## src/verilog/rtcb_map.svh

```systemverilog
/*
  Named constants of the battery-backed calendar clock: time windows,
  protection keys, interrupt bit positions, calendar limits, reset values.
  Assumes inclusion by rtcb_top.sv and its bench only.
*/
`ifndef RTCB_MAP_SVH
`define RTCB_MAP_SVH
`define RTCB_CLK_NS        4
`define RTCB_OSC_HZ        32768
`define RTCB_POR_WIN_S     15
`define RTCB_UNLK_WIN_S    2
`define RTCB_FILT_MIN_NS   64000
`define RTCB_FILT_MAX_NS   125000000
`define RTCB_FILT_SEL_MAX  4'hB
`define RTCB_KEY0          2'h0
`define RTCB_KEY1          2'h1
`define RTCB_KEY2          2'h3
`define RTCB_KEY3          2'h2
`define RTCB_ISR_TAMPER_EVENT_BIT      0
`define RTCB_ISR_ALM       1
`define RTCB_ISR_CD        2
`define RTCB_ISR_PER       3
`define RTCB_ISR_RST       16'h0001
`define RTCB_IER_RST       16'h0001
`define RTCB_TMP_EN_RST    3'h7
`define RTCB_P512_BIT      5
`define RTCB_PER_LSB       8
`define RTCB_PER_N         7
`define RTCB_CDATA_CLKSEL  0
`define RTCB_RSV_RD_DATA   8'hFF
`define RTCB_RAM_DEPTH     32
`define RTCB_SEC_MAX       6'h3B
`define RTCB_MIN_MAX       6'h3B
`define RTCB_HOUR_MAX      5'h17
`define RTCB_MON_MAX       4'hC
`define RTCB_DOW_MAX       3'h6
`define RTCB_YR_NOLEAP_A   8'h58
`define RTCB_YR_NOLEAP_B   8'hF4
`define RTCB_D28           5'h1C
`define RTCB_D29           5'h1D
`define RTCB_D30           5'h1E
`define RTCB_D31           5'h1F
`define RTCB_TIME_RST      {8'h00, 4'h1, 5'h01, 3'h0, 5'h00, 6'h00, 6'h00}
`endif

```

## src/verilog/rtcb_pkg.sv

```systemverilog
/*
  Types of the battery-backed calendar clock: time, alarm, configuration
  and protection state. Assumes the constants of rtcb_map.svh.
*/
`default_nettype none
package rtcb_pkg;
  typedef struct packed {
    logic [7:0] year;
    logic [3:0] month;
    logic [4:0] day;
    logic [2:0] dow;
    logic [4:0] hour;
    logic [5:0] min;
    logic [5:0] sec;
  } rtcb_time_t;

  typedef struct packed {
    logic       match_date;
    logic [7:0] year;
    logic [3:0] month;
    logic [4:0] day;
    logic [4:0] hour;
    logic [5:0] min;
    logic [5:0] sec;
  } rtcb_alm_t;

  typedef struct packed {
    logic       en;
    logic [3:0] start_mon;
    logic [4:0] start_day;
    logic [4:0] start_hour;
    logic [3:0] end_mon;
    logic [4:0] end_day;
    logic [4:0] end_hour;
  } rtcb_dst_t;

  typedef struct packed {
    logic [2:0]        tmp_en;
    logic [1:0]        tmp_pol;
    logic [3:0]        filt_a;
    logic [3:0]        filt_b;
    logic signed [7:0] comp;
    logic              cd_en;
    logic [7:0]        cd_min;
    rtcb_dst_t         dst;
  } rtcb_cfg_t;

  typedef enum logic [2:0] {
    PR_LOCK = 3'h0,
    PR_S1   = 3'h1,
    PR_S2   = 3'h3,
    PR_S3   = 3'h2,
    PR_OPEN = 3'h6
  } rtcb_prot_t;
endpackage
`default_nettype wire

```

## src/verilog/rtcb_top.sv

```systemverilog
/*
  Battery-backed calendar clock with tamper time stamps, standby RAM and
  write protection; register fields are plain ports.
  Assumes osc_32k_in, on_battery and the tamper inputs are asynchronous pins
  and all strobes come from logic on ref_clk. rst is the power-on reset,
  soft_rst the lighter soft reset.
*/
// Functional notes
// RULE1 - Writable fifteen seconds after power-on, then locked
// RULE2 - Correct key sequence on protection field unlocks
// RULE3 - Any protection write after unlock relocks
// RULE4 - Unlock window lasts two seconds, then relocks
// RULE5 - Tamper interrupt enable set out of reset
// RULE6 - Power-on reset sets tamper interrupt flag
// RULE7 - Soft reset clears alarm, status, flags, config
// RULE8 - Software writes zeros to config bits 7:1
// RULE9 - Any reset sets register clock gate bit
// RULE10 - No register access while on battery; gate_wr still writes the register clock gate bit on battery
// RULE11 - Prescaler gated on battery, no 512 Hz
// RULE12 - Alarm match sets flag, interrupt, wake output
// RULE13 - Minute countdown with enable, interrupt at expiry
// RULE14 - Seven periodic sampling interrupts
// RULE15 - Software correction value trims 1 Hz tick
// RULE16 - Month length, leap year and daylight saving
// RULE17 - Clock output selects 32 kHz or 1 Hz
// RULE18 - 32-byte standby RAM kept on battery
// RULE19 - Two tamper pins plus battery removal, enables, polarity
// RULE20 - Latest tamper event stores one time stamp
// RULE21 - Tamper pins low-pass filtered, 64 us to 125 ms
// RULE22 - Timekeeping runs while register clock gated
// RULE23 - Status bit flags counters changing at second
// RULE24 - Reserved access errors, reads return all ones; the code raises no error on reserved writes while unlocked
// RULE25 - 1 Hz tick divided from 32.768 kHz
`timescale 1ns/10ps
`default_nettype none
`include "rtcb_map.svh"
module rtcb_top #(
  parameter int FILT_MIN_CYC = (`RTCB_FILT_MIN_NS + `RTCB_CLK_NS - 1) / `RTCB_CLK_NS,
  parameter int FILT_MAX_CYC = `RTCB_FILT_MAX_NS / `RTCB_CLK_NS
) (
  // Clock, resets, enable
  input  wire logic               ref_clk,
  input  wire logic               rst,
  input  wire logic               soft_rst,
  input  wire logic               ce,
  // Pins
  input  wire logic               osc_32k_in,
  input  wire logic               on_battery,
  input  wire logic               ext_tamper_in_a,
  input  wire logic               ext_tamper_in_b,
  input  wire logic               battery_removal_tamper,
  // Register writes
  input  wire logic               prot_wr,
  input  wire logic [1:0]         prot_code,
  input  wire logic               cal_wr,
  input  wire rtcb_pkg::rtcb_time_t cal_data,
  input  wire logic               alm_wr,
  input  wire rtcb_pkg::rtcb_alm_t alm_data,
  input  wire logic               cfg_wr,
  input  wire rtcb_pkg::rtcb_cfg_t cfg_data,
  input  wire logic               cdata_wr,
  input  wire logic [7:0]         cdata_in,
  input  wire logic               ier_wr,
  input  wire logic [15:0]        ier_data,
  input  wire logic               isr_clr,
  input  wire logic [15:0]        isr_clr_mask,
  input  wire logic               gate_wr,
  input  wire logic               gate_val,
  // Standby RAM and reserved space
  input  wire logic               ram_wr,
  input  wire logic               ram_rd,
  input  wire logic [4:0]         ram_addr,
  input  wire logic [7:0]         ram_wdata,
  input  wire logic               rsv_acc,
  input  wire logic               rsv_wr,
  // State out
  output rtcb_pkg::rtcb_time_t    time_out,
  output rtcb_pkg::rtcb_time_t    stamp_out,
  output logic [7:0]              status_reg,
  output logic [15:0]             interrupt_status_reg,
  output logic [15:0]             interrupt_enable_reg,
  output logic [7:0]              config_data_reg,
  output logic                    peripheral_clock_gate_reg,
  output logic                    irq,
  output logic                    alarm_wake,
  output logic                    clk_out,
  output logic                    clk_512hz,
  output logic [7:0]              ram_rdata,
  output logic                    xfer_err
);
  import rtcb_pkg::*;

  logic [4:0]  s1_reg, s2_reg;
  logic        osc_d_reg;
  rtcb_prot_t  prot_reg, prot_next;
  logic [19:0] win_reg;
  logic [14:0] pre_reg;
  logic [6:0]  per_d_reg;
  logic [16:0] sdiv_reg;
  rtcb_time_t  tm_reg, tm_next;
  rtcb_alm_t   alm_reg;
  rtcb_cfg_t   cfg_reg;
  logic        rep_reg, upd_reg;
  logic [7:0]  cd_reg;
  logic [1:0]  filt_reg, filt_d_reg;
  logic [1:0][24:0] fcnt_reg;
  logic        brm_d_reg;
  logic [2:0]  src_reg;
  logic [7:0]  ram_mem [0:`RTCB_RAM_DEPTH-1];

  function automatic logic [24:0] filt_w(input logic [3:0] sel);
    logic [31:0] w;
    w = 32'(FILT_MIN_CYC) << sel;
    filt_w = (sel > `RTCB_FILT_SEL_MAX || w > 32'(FILT_MAX_CYC)) ? 25'(FILT_MAX_CYC) : w[24:0];
  endfunction

  function automatic logic [4:0] days_in(input logic [3:0] m, input logic [7:0] y);
    logic leap;
    leap = (y[1:0] == 2'h0) && (y != `RTCB_YR_NOLEAP_A) && (y != `RTCB_YR_NOLEAP_B);
    case (m)
      4'h2: days_in = leap ? `RTCB_D29 : `RTCB_D28;
      4'h4, 4'h6, 4'h9, 4'hB: days_in = `RTCB_D30;
      default: days_in = `RTCB_D31;
    endcase
  endfunction

  function automatic rtcb_time_t adv(input rtcb_time_t t, input rtcb_dst_t d, input logic fall);
    rtcb_time_t n;
    logic [4:0] h;
    n = t;
    h = (t.hour == `RTCB_HOUR_MAX) ? 5'h00 : t.hour + 5'h01;
    if (d.en && t.month == d.start_mon && t.day == d.start_day && h == d.start_hour)
      h = h + 5'h01;
    if (fall)
      h = t.hour;
    if (t.sec != `RTCB_SEC_MAX) begin
      n.sec = t.sec + 6'h01;
    end else begin
      n.sec = 6'h00;
      if (t.min != `RTCB_MIN_MAX) begin
        n.min = t.min + 6'h01;
      end else begin
        n.min = 6'h00;
        n.hour = h;
        if (t.hour == `RTCB_HOUR_MAX && !fall) begin
          n.dow = (t.dow == `RTCB_DOW_MAX) ? 3'h0 : t.dow + 3'h1;
          if (t.day != days_in(t.month, t.year)) begin
            n.day = t.day + 5'h01;
          end else begin
            n.day = 5'h01;
            n.month = (t.month == `RTCB_MON_MAX) ? 4'h1 : t.month + 4'h1;
            if (t.month == `RTCB_MON_MAX)
              n.year = t.year + 8'h01;
          end
        end
      end
    end
    adv = n;
  endfunction

  // Decode and selection
  wire        osc_tick = s2_reg[0] & ~osc_d_reg;
  wire        batt     = s2_reg[1];
  wire        acc_ok   = peripheral_clock_gate_reg & ~batt;  // RULE10 RULE22
  wire        unlocked = (prot_reg == PR_OPEN);
  wire        wr_ok    = acc_ok & unlocked;
  wire        win_end  = osc_tick & (win_reg == 20'h00001);
  wire [16:0] sec_term = 17'(`RTCB_OSC_HZ - 1 + int'(cfg_reg.comp));  // RULE15
  wire        sec_tick = ce & osc_tick & (sdiv_reg >= sec_term);  // RULE25
  wire        hz1      = sdiv_reg < {1'b0, sec_term[16:1]};
  wire        inval    = (sdiv_reg >= sec_term);  // RULE23
  wire        min_tick = sec_tick & (tm_reg.sec == `RTCB_SEC_MAX);
  wire        hr_roll  = min_tick & (tm_reg.min == `RTCB_MIN_MAX);
  wire        on_end   = (tm_reg.month == cfg_reg.dst.end_mon) & (tm_reg.day == cfg_reg.dst.end_day);
  wire [4:0]  hr_inc   = (tm_reg.hour == `RTCB_HOUR_MAX) ? 5'h00 : tm_reg.hour + 5'h01;
  wire        dst_fall = cfg_reg.dst.en & ~rep_reg & on_end & hr_roll & (hr_inc == cfg_reg.dst.end_hour);
  wire        alm_t_eq = (tm_reg.hour == alm_reg.hour) & (tm_reg.min == alm_reg.min) & (tm_reg.sec == alm_reg.sec);
  wire        alm_d_eq = (tm_reg.year == alm_reg.year) & (tm_reg.month == alm_reg.month) &
                         (tm_reg.day == alm_reg.day);
  wire        alm_hit  = upd_reg & alm_t_eq & (~alm_reg.match_date | alm_d_eq);  // RULE12
  wire        cd_exp   = min_tick & cfg_reg.cd_en & (cd_reg == 8'h01);  // RULE13
  wire [6:0]  per_now  = pre_reg[`RTCB_PER_LSB +: `RTCB_PER_N];
  wire [6:0]  per_ev   = per_now & ~per_d_reg;  // RULE14
  wire [1:0]  fraw     = s2_reg[3:2] ^ cfg_reg.tmp_pol;  // RULE19
  wire [1:0][24:0] fwid = {filt_w(cfg_reg.filt_b), filt_w(cfg_reg.filt_a)};  // RULE21
  wire [2:0]  tmp_ev   = cfg_reg.tmp_en & {s2_reg[4] & ~brm_d_reg, filt_reg & ~filt_d_reg};  // RULE19
  wire        tmp_any  = ce & (|tmp_ev);
  wire [15:0] isr_set  = {6'h00, per_ev, cd_exp, alm_hit, tmp_any};
  wire [15:0] isr_clrv = (isr_clr && wr_ok) ? isr_clr_mask : 16'h0000;
  wire [15:0] isr_n    = (interrupt_status_reg & ~isr_clrv) | isr_set;  // Set beats clear

  assign tm_next = adv(tm_reg, cfg_reg.dst, dst_fall);  // RULE16

  always_comb begin
    prot_next = prot_reg;
    if (prot_wr && acc_ok) begin
      case (prot_reg)
        PR_LOCK: prot_next = (prot_code == `RTCB_KEY0) ? PR_S1 : PR_LOCK;  // RULE2
        PR_S1:   prot_next = (prot_code == `RTCB_KEY1) ? PR_S2 : PR_LOCK;
        PR_S2:   prot_next = (prot_code == `RTCB_KEY2) ? PR_S3 : PR_LOCK;
        PR_S3:   prot_next = (prot_code == `RTCB_KEY3) ? PR_OPEN : PR_LOCK;
        default: prot_next = PR_LOCK;  // RULE3
      endcase
    end else if (unlocked && win_end) begin
      prot_next = PR_LOCK;  // RULE4
    end
  end

  // Pin synchronisers; only the second stage is read
  always_ff @(posedge ref_clk or posedge rst) begin
    if (rst) begin
      s1_reg    <= 5'h00;
      s2_reg    <= 5'h00;
      osc_d_reg <= 1'b0;
    end else if (ce) begin
      s1_reg    <= {battery_removal_tamper, ext_tamper_in_b, ext_tamper_in_a, on_battery, osc_32k_in};
      s2_reg    <= s1_reg;
      osc_d_reg <= s2_reg[0];
    end
  end

  // Protection; power-on opens a long window
  always_ff @(posedge ref_clk or posedge rst) begin
    if (rst) begin
      prot_reg <= PR_OPEN;  // RULE1
      win_reg  <= 20'(`RTCB_POR_WIN_S * `RTCB_OSC_HZ);  // RULE1
    end else if (ce) begin
      prot_reg <= prot_next;
      if (prot_next == PR_OPEN && prot_reg == PR_S3)
        win_reg <= 20'(`RTCB_UNLK_WIN_S * `RTCB_OSC_HZ);  // RULE4
      else if (unlocked && osc_tick)
        win_reg <= win_reg - 20'h00001;
    end
  end

  // Prescaler stops on battery to save charge
  always_ff @(posedge ref_clk or posedge rst) begin
    if (rst) begin
      pre_reg   <= 15'h0000;
      per_d_reg <= 7'h00;
      clk_512hz <= 1'b0;
    end else if (ce) begin
      if (osc_tick && !batt)
        pre_reg <= pre_reg + 15'h0001;  // RULE11
      per_d_reg <= per_now;
      clk_512hz <= pre_reg[`RTCB_P512_BIT] & ~batt;  // RULE11
    end
  end

  // Compensated second divider and clock output
  always_ff @(posedge ref_clk or posedge rst) begin
    if (rst) begin
      sdiv_reg <= 17'h00000;
      upd_reg  <= 1'b0;
      clk_out  <= 1'b0;
    end else if (ce) begin
      if (sec_tick)
        sdiv_reg <= 17'h00000;
      else if (osc_tick)
        sdiv_reg <= sdiv_reg + 17'h00001;  // RULE25
      upd_reg <= sec_tick;
      clk_out <= config_data_reg[`RTCB_CDATA_CLKSEL] ? hz1 : s2_reg[0];  // RULE17
    end
  end

  // Time counters; soft reset leaves them alone
  always_ff @(posedge ref_clk or posedge rst) begin
    if (rst) begin
      tm_reg  <= `RTCB_TIME_RST;
      rep_reg <= 1'b0;
    end else if (ce) begin
      if (cal_wr && wr_ok)
        tm_reg <= cal_data;
      else if (sec_tick)
        tm_reg <= tm_next;  // RULE16 RULE22
      if (dst_fall)
        rep_reg <= 1'b1;
      else if (sec_tick && !on_end)
        rep_reg <= 1'b0;
    end
  end

  // Configuration kept through soft reset
  always_ff @(posedge ref_clk or posedge rst) begin
    if (rst) begin
      cfg_reg        <= '0;
      cfg_reg.tmp_en <= `RTCB_TMP_EN_RST;
      cd_reg         <= 8'h00;
    end else if (ce) begin
      if (cfg_wr && wr_ok)
        cfg_reg <= cfg_data;
      if (cfg_wr && wr_ok)
        cd_reg <= cfg_data.cd_min;
      else if (min_tick && cfg_reg.cd_en && cd_reg != 8'h00)
        cd_reg <= cd_reg - 8'h01;  // RULE13
    end
  end

  // Soft-reset registers
  always_ff @(posedge ref_clk or posedge rst) begin
    if (rst) begin
      alm_reg                   <= '0;
      config_data_reg           <= 8'h00;
      interrupt_enable_reg      <= `RTCB_IER_RST;  // RULE5
      interrupt_status_reg      <= `RTCB_ISR_RST;  // RULE6
      src_reg                   <= 3'h0;
      peripheral_clock_gate_reg <= 1'b1;  // RULE9
    end else if (ce) begin
      if (soft_rst) begin
        alm_reg                    <= '0;  // RULE7
        config_data_reg            <= 8'h00;
        interrupt_enable_reg[15:1] <= 15'h0000;
        interrupt_status_reg[15:1] <= 15'h0000;
        src_reg                    <= 3'h0;
        peripheral_clock_gate_reg  <= 1'b1;  // RULE9
      end else begin
        if (alm_wr && wr_ok)
          alm_reg <= alm_data;
        if (cdata_wr && wr_ok)
          config_data_reg <= {7'h00, cdata_in[`RTCB_CDATA_CLKSEL]};  // Reserved bits not stored
        if (ier_wr && wr_ok)
          interrupt_enable_reg <= ier_data;
        interrupt_status_reg <= isr_n;
        src_reg <= src_reg | tmp_ev;
        if (gate_wr)
          peripheral_clock_gate_reg <= gate_val;
      end
    end
  end

  // Tamper filters, one per pin
  always_ff @(posedge ref_clk or posedge rst) begin
    if (rst) begin
      filt_reg   <= 2'h0;
      filt_d_reg <= 2'h0;
      fcnt_reg   <= '0;
      brm_d_reg  <= 1'b0;
    end else if (ce) begin
      filt_d_reg <= filt_reg;
      brm_d_reg  <= s2_reg[4];
      for (int i = 0; i < 2; i++) begin
        if (fraw[i] == filt_reg[i]) begin
          fcnt_reg[i] <= 25'h0000000;
        end else if (fcnt_reg[i] >= fwid[i]) begin
          filt_reg[i] <= fraw[i];  // RULE21
          fcnt_reg[i] <= 25'h0000000;
        end else begin
          fcnt_reg[i] <= fcnt_reg[i] + 25'h0000001;
        end
      end
    end
  end

  // Outputs seen by software
  always_ff @(posedge ref_clk or posedge rst) begin
    if (rst) begin
      stamp_out  <= '0;
      time_out   <= `RTCB_TIME_RST;
      status_reg <= 8'h00;
      irq        <= 1'b0;
      alarm_wake <= 1'b0;
      ram_rdata  <= 8'h00;
      xfer_err   <= 1'b0;
    end else if (ce) begin
      if (tmp_any)
        stamp_out <= tm_reg;  // RULE20
      if (acc_ok)
        time_out <= tm_reg;  // RULE10
      status_reg <= {3'h0, src_reg, unlocked, inval};  // RULE23
      irq        <= |(interrupt_status_reg & interrupt_enable_reg);
      alarm_wake <= interrupt_status_reg[`RTCB_ISR_ALM];  // RULE12
      xfer_err   <= rsv_acc & acc_ok & (~rsv_wr | ~unlocked);  // RULE24
      if (rsv_acc && !rsv_wr && acc_ok)
        ram_rdata <= `RTCB_RSV_RD_DATA;  // RULE24
      else if (ram_rd && acc_ok)
        ram_rdata <= ram_mem[ram_addr];
    end
  end

  // Standby RAM has no reset; contents survive soft reset
  always_ff @(posedge ref_clk) begin
    if (ce && ram_wr && wr_ok)
      ram_mem[ram_addr] <= ram_wdata;  // RULE18
  end
endmodule // rtcb_top
`default_nettype wire

```

## config.mk

```make
export PLATFORM = sky130hd
export DESIGN_NAME = rtcb_top
export DESIGN_NICKNAME = d
export VERILOG_FILES = /design/src/verilog/rtcb_pkg.sv /design/src/verilog/rtcb_top.sv
export VERILOG_INCLUDE_DIRS = /design/src /design/src/verilog
export SDC_FILE = /design/constraint.sdc
export NUM_CORES = 1
export LEC_CHECK = 0
export ABC_CLOCK_PERIOD_IN_PS = 28800
export BUFFER_PORTS_ARGS = -buffer_cell sky130_fd_sc_hd__clkbuf_2
export CAP_MARGIN = 40
export CELL_PAD_IN_SITES_DETAIL_PLACEMENT = 2
export CELL_PAD_IN_SITES_GLOBAL_PLACEMENT = 2
export CORE_AREA = 2 2 353 355
export DETAILED_ROUTE_END_ITERATION = 7
export DIE_AREA = 0 0 355 357
export PLACE_DENSITY = 0.57
export SETUP_SLACK_MARGIN = 0.1
export SYNTH_ARGS = -nofsm -noshare
export SYNTH_HDL_FRONTEND = slang
export SYNTH_SLANG_ARGS = --single-unit
```

## constraint.sdc

```tcl
create_clock -name ref_clk -period 28.8 [get_ports ref_clk]
set_clock_uncertainty 0.2 [all_clocks]
set_input_delay 1.44 -clock ref_clk [delete_from_list [all_inputs] [get_ports ref_clk]]
set_output_delay 1.44 -clock ref_clk [all_outputs]
set_load 0.005 [all_outputs]
```

==> results_dict.tcl, run 1 <==
set metrics [dict create \
    filler_cell_count 13200 \
    sequential_fraction_of_the_synthesis_area_pct 57.3 \
    drt-total-wl_mm 106 \
    critical-path-max-stage-delay_ps 660 \
    track_usage_pct 16.8 \
    ys_ff_latch 646 \
    fp-row-count 129 \
    place.detailed.instances 4332 \
    gr-usage-met1_pct 22.4 \
    final.hold.worst_slack_ps 279 \
    post_layout_nonfiller_instances 4493 \
    ctsLongestPathBuffers 3 \
    first_pass_grt_wire_length_mm 162 \
    timing.hold.worst.class "reg -> reg" \
    post_synth_num_cell_types 84 \
    dieWidth_um 355 \
    final_antenna_net_count 0 \
    finalWorstPathRequiredPeriod_ps 4970 \
    synth-warning-count 0 \
    place.port_buffers 326 \
    globalRoute.totalOverflow 0 \
    cts_inserted_buffers 82 \
    critPathArrivalTime_ps 5310 \
    crit_path_start_kind "flop" \
    worst-endpoint-required_ps 29140 \
    setup_slack_ps 23830 \
    status "completed" \
    syn_inst 2463 \
    clk_root_buffer_cell "clkbuf_16" \
    routed_via_density 4.85 \
    final-setup-viol-count 0 \
    share_of_flip_flops_with_an_asynchronous_set_or_reset_after_synthesis_pct 60.4 \
    die_area_sq_um 127000 \
    cellPowerDensity_nw_per_um2 63.5 \
    io-pin-count 344 \
    grt_antenna_before_repair 30 \
    fmax_ghz 0.201 \
    hold_violations 0 \
    max_ffs_per_register 256 \
    synthXorXnorAreaFrac_pct 4.02 \
    met2_usage_pct 27.1 \
    drtPass1Iterations 5 \
    tritoncts "done" \
    finalWeightedCongestion 0.813 \
    count_of_pins_over_their_slew_limit 0 \
    post-route-drc-count 0 \
    cts_resized 0 \
    grt_pass1_vias 24500 \
    largest_family_of_logic_cells_by_synthesized_area "simple AND/OR/NAND/NOR gates" \
    timing.critical_path.cells "nor3_2, and3_1, nand2_1, ha_1, inv_1, ha_1, nand4_1, nor3_1, a2111oi_0, o211ai_1, a21oi_1, buf_4, a211o_1, nor2_1, mux2_2" \
    wl_per_cell_um 23.6 \
    most-common-layout-cells "374 x dfrtp_1, 324 x clkbuf_2, 256 x edfxtp_1" \
    post-cts-setup-buffers 0 \
    path_clk_slew_ps 60 \
    post_synthesis_cell_area_sq_um 30500 \
    grt_max_degree 75 \
    cp.buffers_inverters 2 \
    htree_num_levels 3 \
    critical_path.slowest_cell "a2111oi_0" \
    total_power_uw 2350 \
    cp_common_cell "ha_1" \
    worstPathMaxFanout 12 \
    crit_path_end_kind "flop" \
    setup_total_negative_slack_ps 0 \
    fin_crit_sh_pct 17.3 \
    design.core.area_sq_um 123000 \
    cpLargestDelayFamily "compound AO/OA/AOI/OAI gates" \
    worst_skew_pair.late_latency_ps 670 \
    die-height_um 357 \
    cts.hold.buffers_added 0 \
    synthAdderAreaFrac_pct 3.84 \
    total_leakage_power_uw 0.0161 \
    synth_compound_area_share_pct 10.6 \
    simple_gate_portion_of_the_synthesized_area_pct 10.8 \
    worst_ir_drop_vdd_v 0.0000418 \
    synth_flop_cell "dfrtp_1" \
    synth.mux.area_fraction_pct 10.8 \
    unrepaired_setup_endpoints_after_global_routing "no" \
    slew_margin_rel_pct 39.3 \
    postSynthAreaPerCell_sq_um 12.4 \
    num_vias 21800 \
    crit_path_kind "reg -> reg" \
    grt-busiest-layer "met2" \
    start_util_pct 24.8 \
    worst_pin_slew_ps 908 \
    final_layout_size_suffix_gt1_share_pct 26.9 \
    grt_util_met3_pct 4.20 \
    first_iter_violations 1068 \
    nNetsFinal 3083 \
    mostFrequentLayoutCell "dfrtp_1" \
    dpl_worst_slack_ps 23600 \
    clock_sinks 646 \
    area_delta_synth_final_pct 21.6 \
    synth-edff-count 256 \
    post_detailed_placement_half_perimeter_wirelength_mm 76.2 \
    max-cap-violations 0 \
]
==> tightest hold or removal path: cells and delay by family (launching register included) <==
family	cells	cell delay [ps]
flip-flops	1	370
AND/OR/NAND/NOR	2	100
==> final timing paths <==
path / startpoint / end / slack (ps) / cells past startpoint
setup / recovery: cfg_reg[40] / tm_reg[28] / 23830 / 15
min in group asynchronous: rst / ram_rdata[6] / 600 / 2
hold / removal: time_out[20] / time_out[20] / 280 / 2
max in group asynchronous: rst / cfg_reg[5] / 25930 / 4
setup reg to reg: cfg_reg[40] / tm_reg[28] / 23830 / 15
hold reg to reg: time_out[20] / time_out[20] / 280 / 2
==> cell families (layout without fill, tap and decap cells) <==
group | after synthesis | in the layout
xor+xnor | 140 | 140
compound gates | 488 | 488
simple gates | 682 | 682
fa+ha+maj | 94 | 94
other cells | 1 | 15
mux | 222 | 222
flops | 646 | 646
buf+inv | 190 | 569
==> through the flow <==
stage / util (%) / instance area [sq um]
floorplan: - / 30500
global placement: 27.5 / 33800
detailed placement: 27.7 / 34100
CTS: 30.1 / 37000
global route: 30.1 / 37100
finish: 30.2 / 37100
==> report_power, final <==
group          internal [uW]  total, uW  switching, uW
Combinational           87.7        231            143
Sequential               990       1030           35.0
Clock                    653       1100            444
Total                   1730       2350            622
==> final cells by class <==
class / count / area (sq um) / share of cell area (%)
clock buffer: 110 / 2310 / 6.22
timing repair buffer: 375 / 2150 / 5.81
inverter: 42 / 165 / 0.445
tap: 1637 / 2050 / 5.52
multi-input combinational: 1636 / 12300 / 33.2
clock inverter: 42 / 622 / 1.68
sequential: 646 / 17500 / 47.1
antenna: 5 / 12.5 / 0.0337
==> cell usage after synthesis (all sizes together) (17+ instances only) <==
cell type	n	area (sq um)
xor2	65	569
o21ai	120	604
o21a	17	128
nand4	37	231
mux2	131	1480
nor4	20	125
inv	41	154
a22o	62	543
a31oi	25	163
and3	35	219
dfrtp	374	9360
a21oi	107	536
ha	92	1150
a21o	49	368
edfxtp	256	7690
mux2i	19	190
buf	39	228
nor3	47	245
xnor2	75	657
clkbuf	109	412
nand2	216	811
mux4	72	1620
nand3	72	365
nor2	161	607
==> metal layers <==
| layer | part of all wire, % | vias to the layer above | routed length [um] |
|---|---|---|---|
| met2 | 47 | 442 | 49500 |
| met5 | 0.19 | - | 204 |
| met1 | 46 | 11400 | 48400 |
| met3 | 5.7 | 153 | 6020 |
| li1 | - | 9775 | - |
| met4 | 2.0 | 32 | 2100 |
Power figures use the tool's default switching activity.
==> run 2: changes to the inputs <==
Settings changed: ABC_CLOCK_PERIOD_IN_PS 28800 to 4600.
Clock period 28.8 ns to 4.6 ns, I/O delays scaled along.
==> results_dict.tcl, run 2 (same netlist as run 1, synthesis figures left out) <==
set metrics [dict create \
    critical_path.slowest_cell "o211ai_1" \
    grt_pass1_vias 26000 \
    first_pass_grt_wire_length_mm 169 \
    wl_per_cell_um 23.5 \
    fmax_ghz 0.232 \
    track_usage_pct 17.4 \
    post_detailed_placement_half_perimeter_wirelength_mm 78.2 \
    design.core.area_sq_um 123000 \
    dieWidth_um 355 \
    path_clk_slew_ps 60 \
    num_vias 22700 \
    finalCoreUtilization_pct 31.7 \
    worstPathMaxFanout 12 \
    io-pin-count 344 \
    nNetsFinal 3293 \
    timing.hold.worst.class "in -> reg" \
    worst_skew_pair.late_latency_ps 670 \
    finalWeightedCongestion 0.806 \
    unrepaired_setup_endpoints_after_global_routing "yes" \
    fin_crit_sh_pct 93.8 \
    worst-endpoint-required_ps 4950 \
    worst_pin_slew_ps 1040 \
    clock_sinks 646 \
    count_of_pins_over_their_slew_limit 0 \
    globalRoute.totalOverflow 0 \
    max_ffs_per_register 256 \
    cellPowerDensity_nw_per_um2 378 \
    clk_root_buffer_cell "clkbuf_16" \
    first_iter_violations 1193 \
    timing.critical_path.cells "nor3_2, and3_2, nand2_1, ha_1, inv_1, ha_1, nand4_1, nor3_1, a2111oi_0, buf_4, o211ai_1, a21oi_2, buf_4, a211o_1, nor2_2, mux2_2" \
    htree_num_levels 3 \
    crit_path_end_kind "flop" \
    cts_inserted_buffers 83 \
    filler_cell_count 13000 \
    setup_total_negative_slack_ps 0 \
    cp.buffers_inverters 3 \
    routed_via_density 4.82 \
    tritoncts "done" \
    most-common-layout-cells "374 x dfrtp_1, 323 x clkbuf_2, 256 x edfxtp_1" \
    critical-path-max-stage-delay_ps 480 \
    die-height_um 357 \
    cpLargestDelayFamily "simple AND/OR/NAND/NOR gates" \
    final-setup-viol-count 0 \
    start_util_pct 24.8 \
    crit_path_start_kind "flop" \
    status "completed" \
    worst_ir_drop_vdd_v 0.000261 \
    grt_antenna_before_repair 14 \
    critPathArrivalTime_ps 4660 \
    area_delta_synth_final_pct 27.9 \
    slew_margin_rel_pct 30.1 \
    drt-total-wl_mm 111 \
    fp-row-count 129 \
    max-cap-violations 0 \
    total_leakage_power_uw 0.0169 \
    hold_violations 0 \
    drtPass1Iterations 7 \
    place.port_buffers 326 \
    ctsLongestPathBuffers 3 \
    die_area_sq_um 127000 \
    grt_max_degree 108 \
    crit_path_kind "reg -> reg" \
    post-route-drc-count 0 \
    mostFrequentLayoutCell "dfrtp_1" \
    final_layout_size_suffix_gt1_share_pct 25.5 \
    finalWorstPathRequiredPeriod_ps 4320 \
    final_antenna_net_count 0 \
]
-- run 2: repair_timing --
item,CTS,global route
gates resized for setup,0,7
setup buffers,0,0
hold buffers,189,0
endpoints found under the setup margin,0,22
endpoints found under the hold margin,569,0
-- run 2: worst min-delay path, cell delays in order --
cell and delay [ps]:
clkbuf_2 80, a21oi_1 150, o21ai_0 200, o31ai_1 180
-- run 2: report_power, final --
part	internal [uW]	switching, uW	total, uW
Clock	3910	2800	6710
Sequential	6200	217	6420
Combinational	675	953	1630
-- run 2: final timing paths --
path                                      start                       to  slack (ps)  cells after the start
max in group asynchronous                   rst            stamp_out[18]        2590                      6
worst min register to register     time_out[28]             time_out[28]         270                      2
worst max register to register      cfg_reg[40]               tm_reg[28]         280                     16
worst min-delay path            isr_clr_mask[2]  interrupt_status_reg[2]          50                      4
worst max-delay path                cfg_reg[40]               tm_reg[28]         280                     16
min in group asynchronous                   rst  interrupt_enable_reg[8]         460                      4
-- run 2: stage by stage --
stage          setup slack (ps)  hold WS, ps  std cells  total power (uW)  area, sq um
6_report                    284         46.0       4702             14800        39000
5_1_grt                    70.3         30.5       4700             15400        39000
4_1_cts                     175         3.66       4694             15000        38900
3_5_place_dp                209        -41.4       4353              8030        34200
3_3_place_gp               20.7          214       4344              7910        34100
2_1_floorplan             -1060          109       2472              7320        30500
-- run 2: area by class of cell --
class	instances	area (sq um)	area share [%]
well taps	1637	2050	5.25
clock buffers	106	2210	5.68
diodes	5	12.5	0.0321
flip-flops and latches	646	17500	44.8
multi-input cells	1636	12300	31.6
inverters	42	161	0.414
repair buffers	584	4150	10.7
clock inverters	46	611	1.57
-- run 2: per-layer routing --
layer | part of all wire [%] | up-vias | track usage, %
met5 | 0.10 | - | 0
met4 | 1.9 | 16 | 4.38
met3 | 3.6 | 148 | 2.94
met2 | 48 | 401 | 28.8
met1 | 47 | 11900 | 23.6
li1 | - | 10200 | -
==> run 3: changes to the inputs <==
Settings changed: CELL_PAD_IN_SITES_DETAIL_PLACEMENT 2 to unset, CELL_PAD_IN_SITES_GLOBAL_PLACEMENT 2 to unset, PLACE_DENSITY 0.57 to 0.43.
==> results_dict.tcl, run 3 (same netlist as run 1, synthesis figures left out) <==
set metrics [dict create \
    status "completed" \
    filler_cell_count 12600 \
    cp.buffers_inverters 4 \
    power.sequential.fraction_pct 45.0 \
    htree_num_levels 3 \
    drt-total-wl_mm 96.4 \
    count_of_pins_over_their_slew_limit 0 \
    clock_sinks 646 \
    first_pass_grt_wire_length_mm 144 \
    area_delta_synth_final_pct 28.2 \
    ctsLongestPathBuffers 3 \
    setup_total_negative_slack_ps 0 \
    regToRegEndpoint "cd_reg[6]" \
    finalWeightedCongestion 0.793 \
    design.core.area_sq_um 123000 \
    total_power_uw 14200 \
    mostFrequentLayoutCell "dfrtp_1" \
    switching_share_pct 26.7 \
    finalCoreUtilization_pct 31.8 \
    crit_path_start_kind "flop" \
    met2_usage_pct 23.4 \
    r2r_start "cfg_reg[40]" \
    worst_ir_drop_vdd_v 0.000292 \
    fin_crit_sh_pct 90.9 \
    die_area_sq_um 127000 \
    min_path_cells 1 \
    pwr-share-comb_pct 11.0 \
    timing.hold.worst.class "in -> reg" \
    unrepaired_setup_endpoints_after_global_routing "no" \
    wl_per_cell_um 20.4 \
    post-route-drc-count 0 \
    num_vias 22000 \
    first_iter_violations 1359 \
    post_detailed_placement_half_perimeter_wirelength_mm 67.5 \
    cellPowerDensity_nw_per_um2 364 \
    cpLargestDelayFamily "buffers and inverters" \
    grt_antenna_before_repair 17 \
    grt_max_degree 116 \
    worst-endpoint-required_ps 4940 \
    globalRoute.totalOverflow 0 \
    power_report.internal_total_uw 10400 \
    crit_path_kind "reg -> reg" \
    grt-busiest-layer "met2" \
    reg2regPathDepth 17 \
    worst_min_delay_path_startpoint "ram_wdata[4]" \
    worst_pin_slew_ps 854 \
    max_ffs_per_register 256 \
    io-pin-count 344 \
    gr-usage-met1_pct 20.7 \
    hold_violations 0 \
    most-common-layout-cells "374 x dfrtp_1, 324 x clkbuf_2, 256 x edfxtp_1" \
    power.clock.fraction_pct 43.9 \
    dieWidth_um 355 \
    track_usage_pct 15.0 \
    final-setup-viol-count 0 \
    path_clk_slew_ps 60 \
    nNetsFinal 3326 \
    crit_path_end_kind "flop" \
    tritoncts "done" \
    fp-row-count 129 \
    max-cap-violations 0 \
    drtPass1Iterations 7 \
    clk_root_buffer_cell "clkbuf_16" \
    fmax_ghz 0.239 \
    routed_via_density 4.65 \
    final_antenna_net_count 0 \
    worstPathMaxFanout 13 \
    worst_skew_pair.late_latency_ps 690 \
    critPathArrivalTime_ps 4530 \
    slew_margin_rel_pct 42.9 \
    critical_path.slowest_cell "dlygate4sd3_1" \
    die-height_um 357 \
    grt_util_met3_pct 3.06 \
    start_util_pct 24.8 \
    total_leakage_power_uw 0.0170 \
    timing.critical_path.cells "nor3_2, and3_2, nand2_1, ha_1, inv_1, ha_1, nand4_1, nor3_1, a2111oi_2, o211ai_1, buf_4, nand2_1, o21ai_1, buf_4, a21oi_1, a21oi_1, dlygate4sd3_1" \
    switching_power_uw 3800 \
    critical-path-max-stage-delay_ps 560 \
    timing.reg2reg.setup_slack_ps 420 \
    final_layout_size_suffix_gt1_share_pct 25.5 \
    grt_pass1_vias 22400 \
    min_to "ram_mem[26][4]" \
    cts_inserted_buffers 79 \
    finalWorstPathRequiredPeriod_ps 4180 \
    place.port_buffers 326 \
]
-- run 3: cell types whose count changed in the layout (fill, tap and decap cells not counted), sizes merged --
cell / change
dlygate4sd3: +18
buf: +18
clkinv: -2
clkinvlp: -1
diode: +3
bufinv: -5
inv: +2
-- run 3: layout make-up --
cell class,count,area (sq um),share of cell area (%)
Multi-Input combinational cell,1636,12300,31.5
Clock buffer,105,2190,5.59
Sequential cell,646,17500,44.7
Tap cell,1637,2050,5.24
Timing Repair Buffer,621,4450,11.4
Clock inverter,40,443,1.13
Antenna cell,8,20.0,0.0512
Inverter,42,161,0.413
-- run 3: worst max-delay path by stage --
| stage | from | to | slack, ps | cells after the start |
|---|---|---|---|---|
| 4_1_cts | cfg_reg[40] | cd_reg[6] | 120 | 15 |
| 3_5_place_dp | cfg_reg[40] | tm_reg[14] | 240 | 14 |
| 2_1_floorplan | rst | alarm_wake | -1060 | 1 |
| 5_1_grt | cfg_reg[40] | cd_reg[3] | 140 | 17 |
| 6_report | cfg_reg[40] | cd_reg[6] | 420 | 17 |
| 3_3_place_gp | cfg_reg[40] | tm_reg[13] | 190 | 14 |
-- run 3: stage by stage --
step	instances	instance area, sq um	setup slack [ps]	hold WS (ps)
floorplan	2472	30500	-1060	109
global placement	4368	34300	190	212
detailed placement	4374	34400	238	-21.6
CTS	4726	39100	124	29.8
global route	4729	39100	136	90.1
finish	4735	39100	419	46.5
-- run 3: routing by layer --
layer  up-vias  routed length (um)  part of all wire (%)
met2       521               43700                    45
li1      10300                   -                     -
met5         -                  87                 0.090
met4        16                2560                   2.7
met3       160                5160                   5.4
met1     11000               44800                    47
-- run 3: power groups by stage --
| stage | Combinational, uW | Sequential (uW) | Clock (uW) |
|---|---|---|---|
| final | 1570 | 6420 | 6260 |
| after global routing | 1740 | 6450 | 6700 |
| after CTS | 1590 | 6420 | 6480 |
| after detailed placement | 1420 | 6530 | 0 |
| after global placement | 1420 | 6520 | 0 |
| after floorplan | 871 | 6450 | 0 |
-- run 3: repair_timing --
action / 4_1_cts / 5_1_grt
hold endpoints to repair: 542 / 0
setup endpoints to repair: 0 / 15
hold buffers: 207 / 0
gates resized for setup: 0 / 4
buffers inserted: 0 / 1
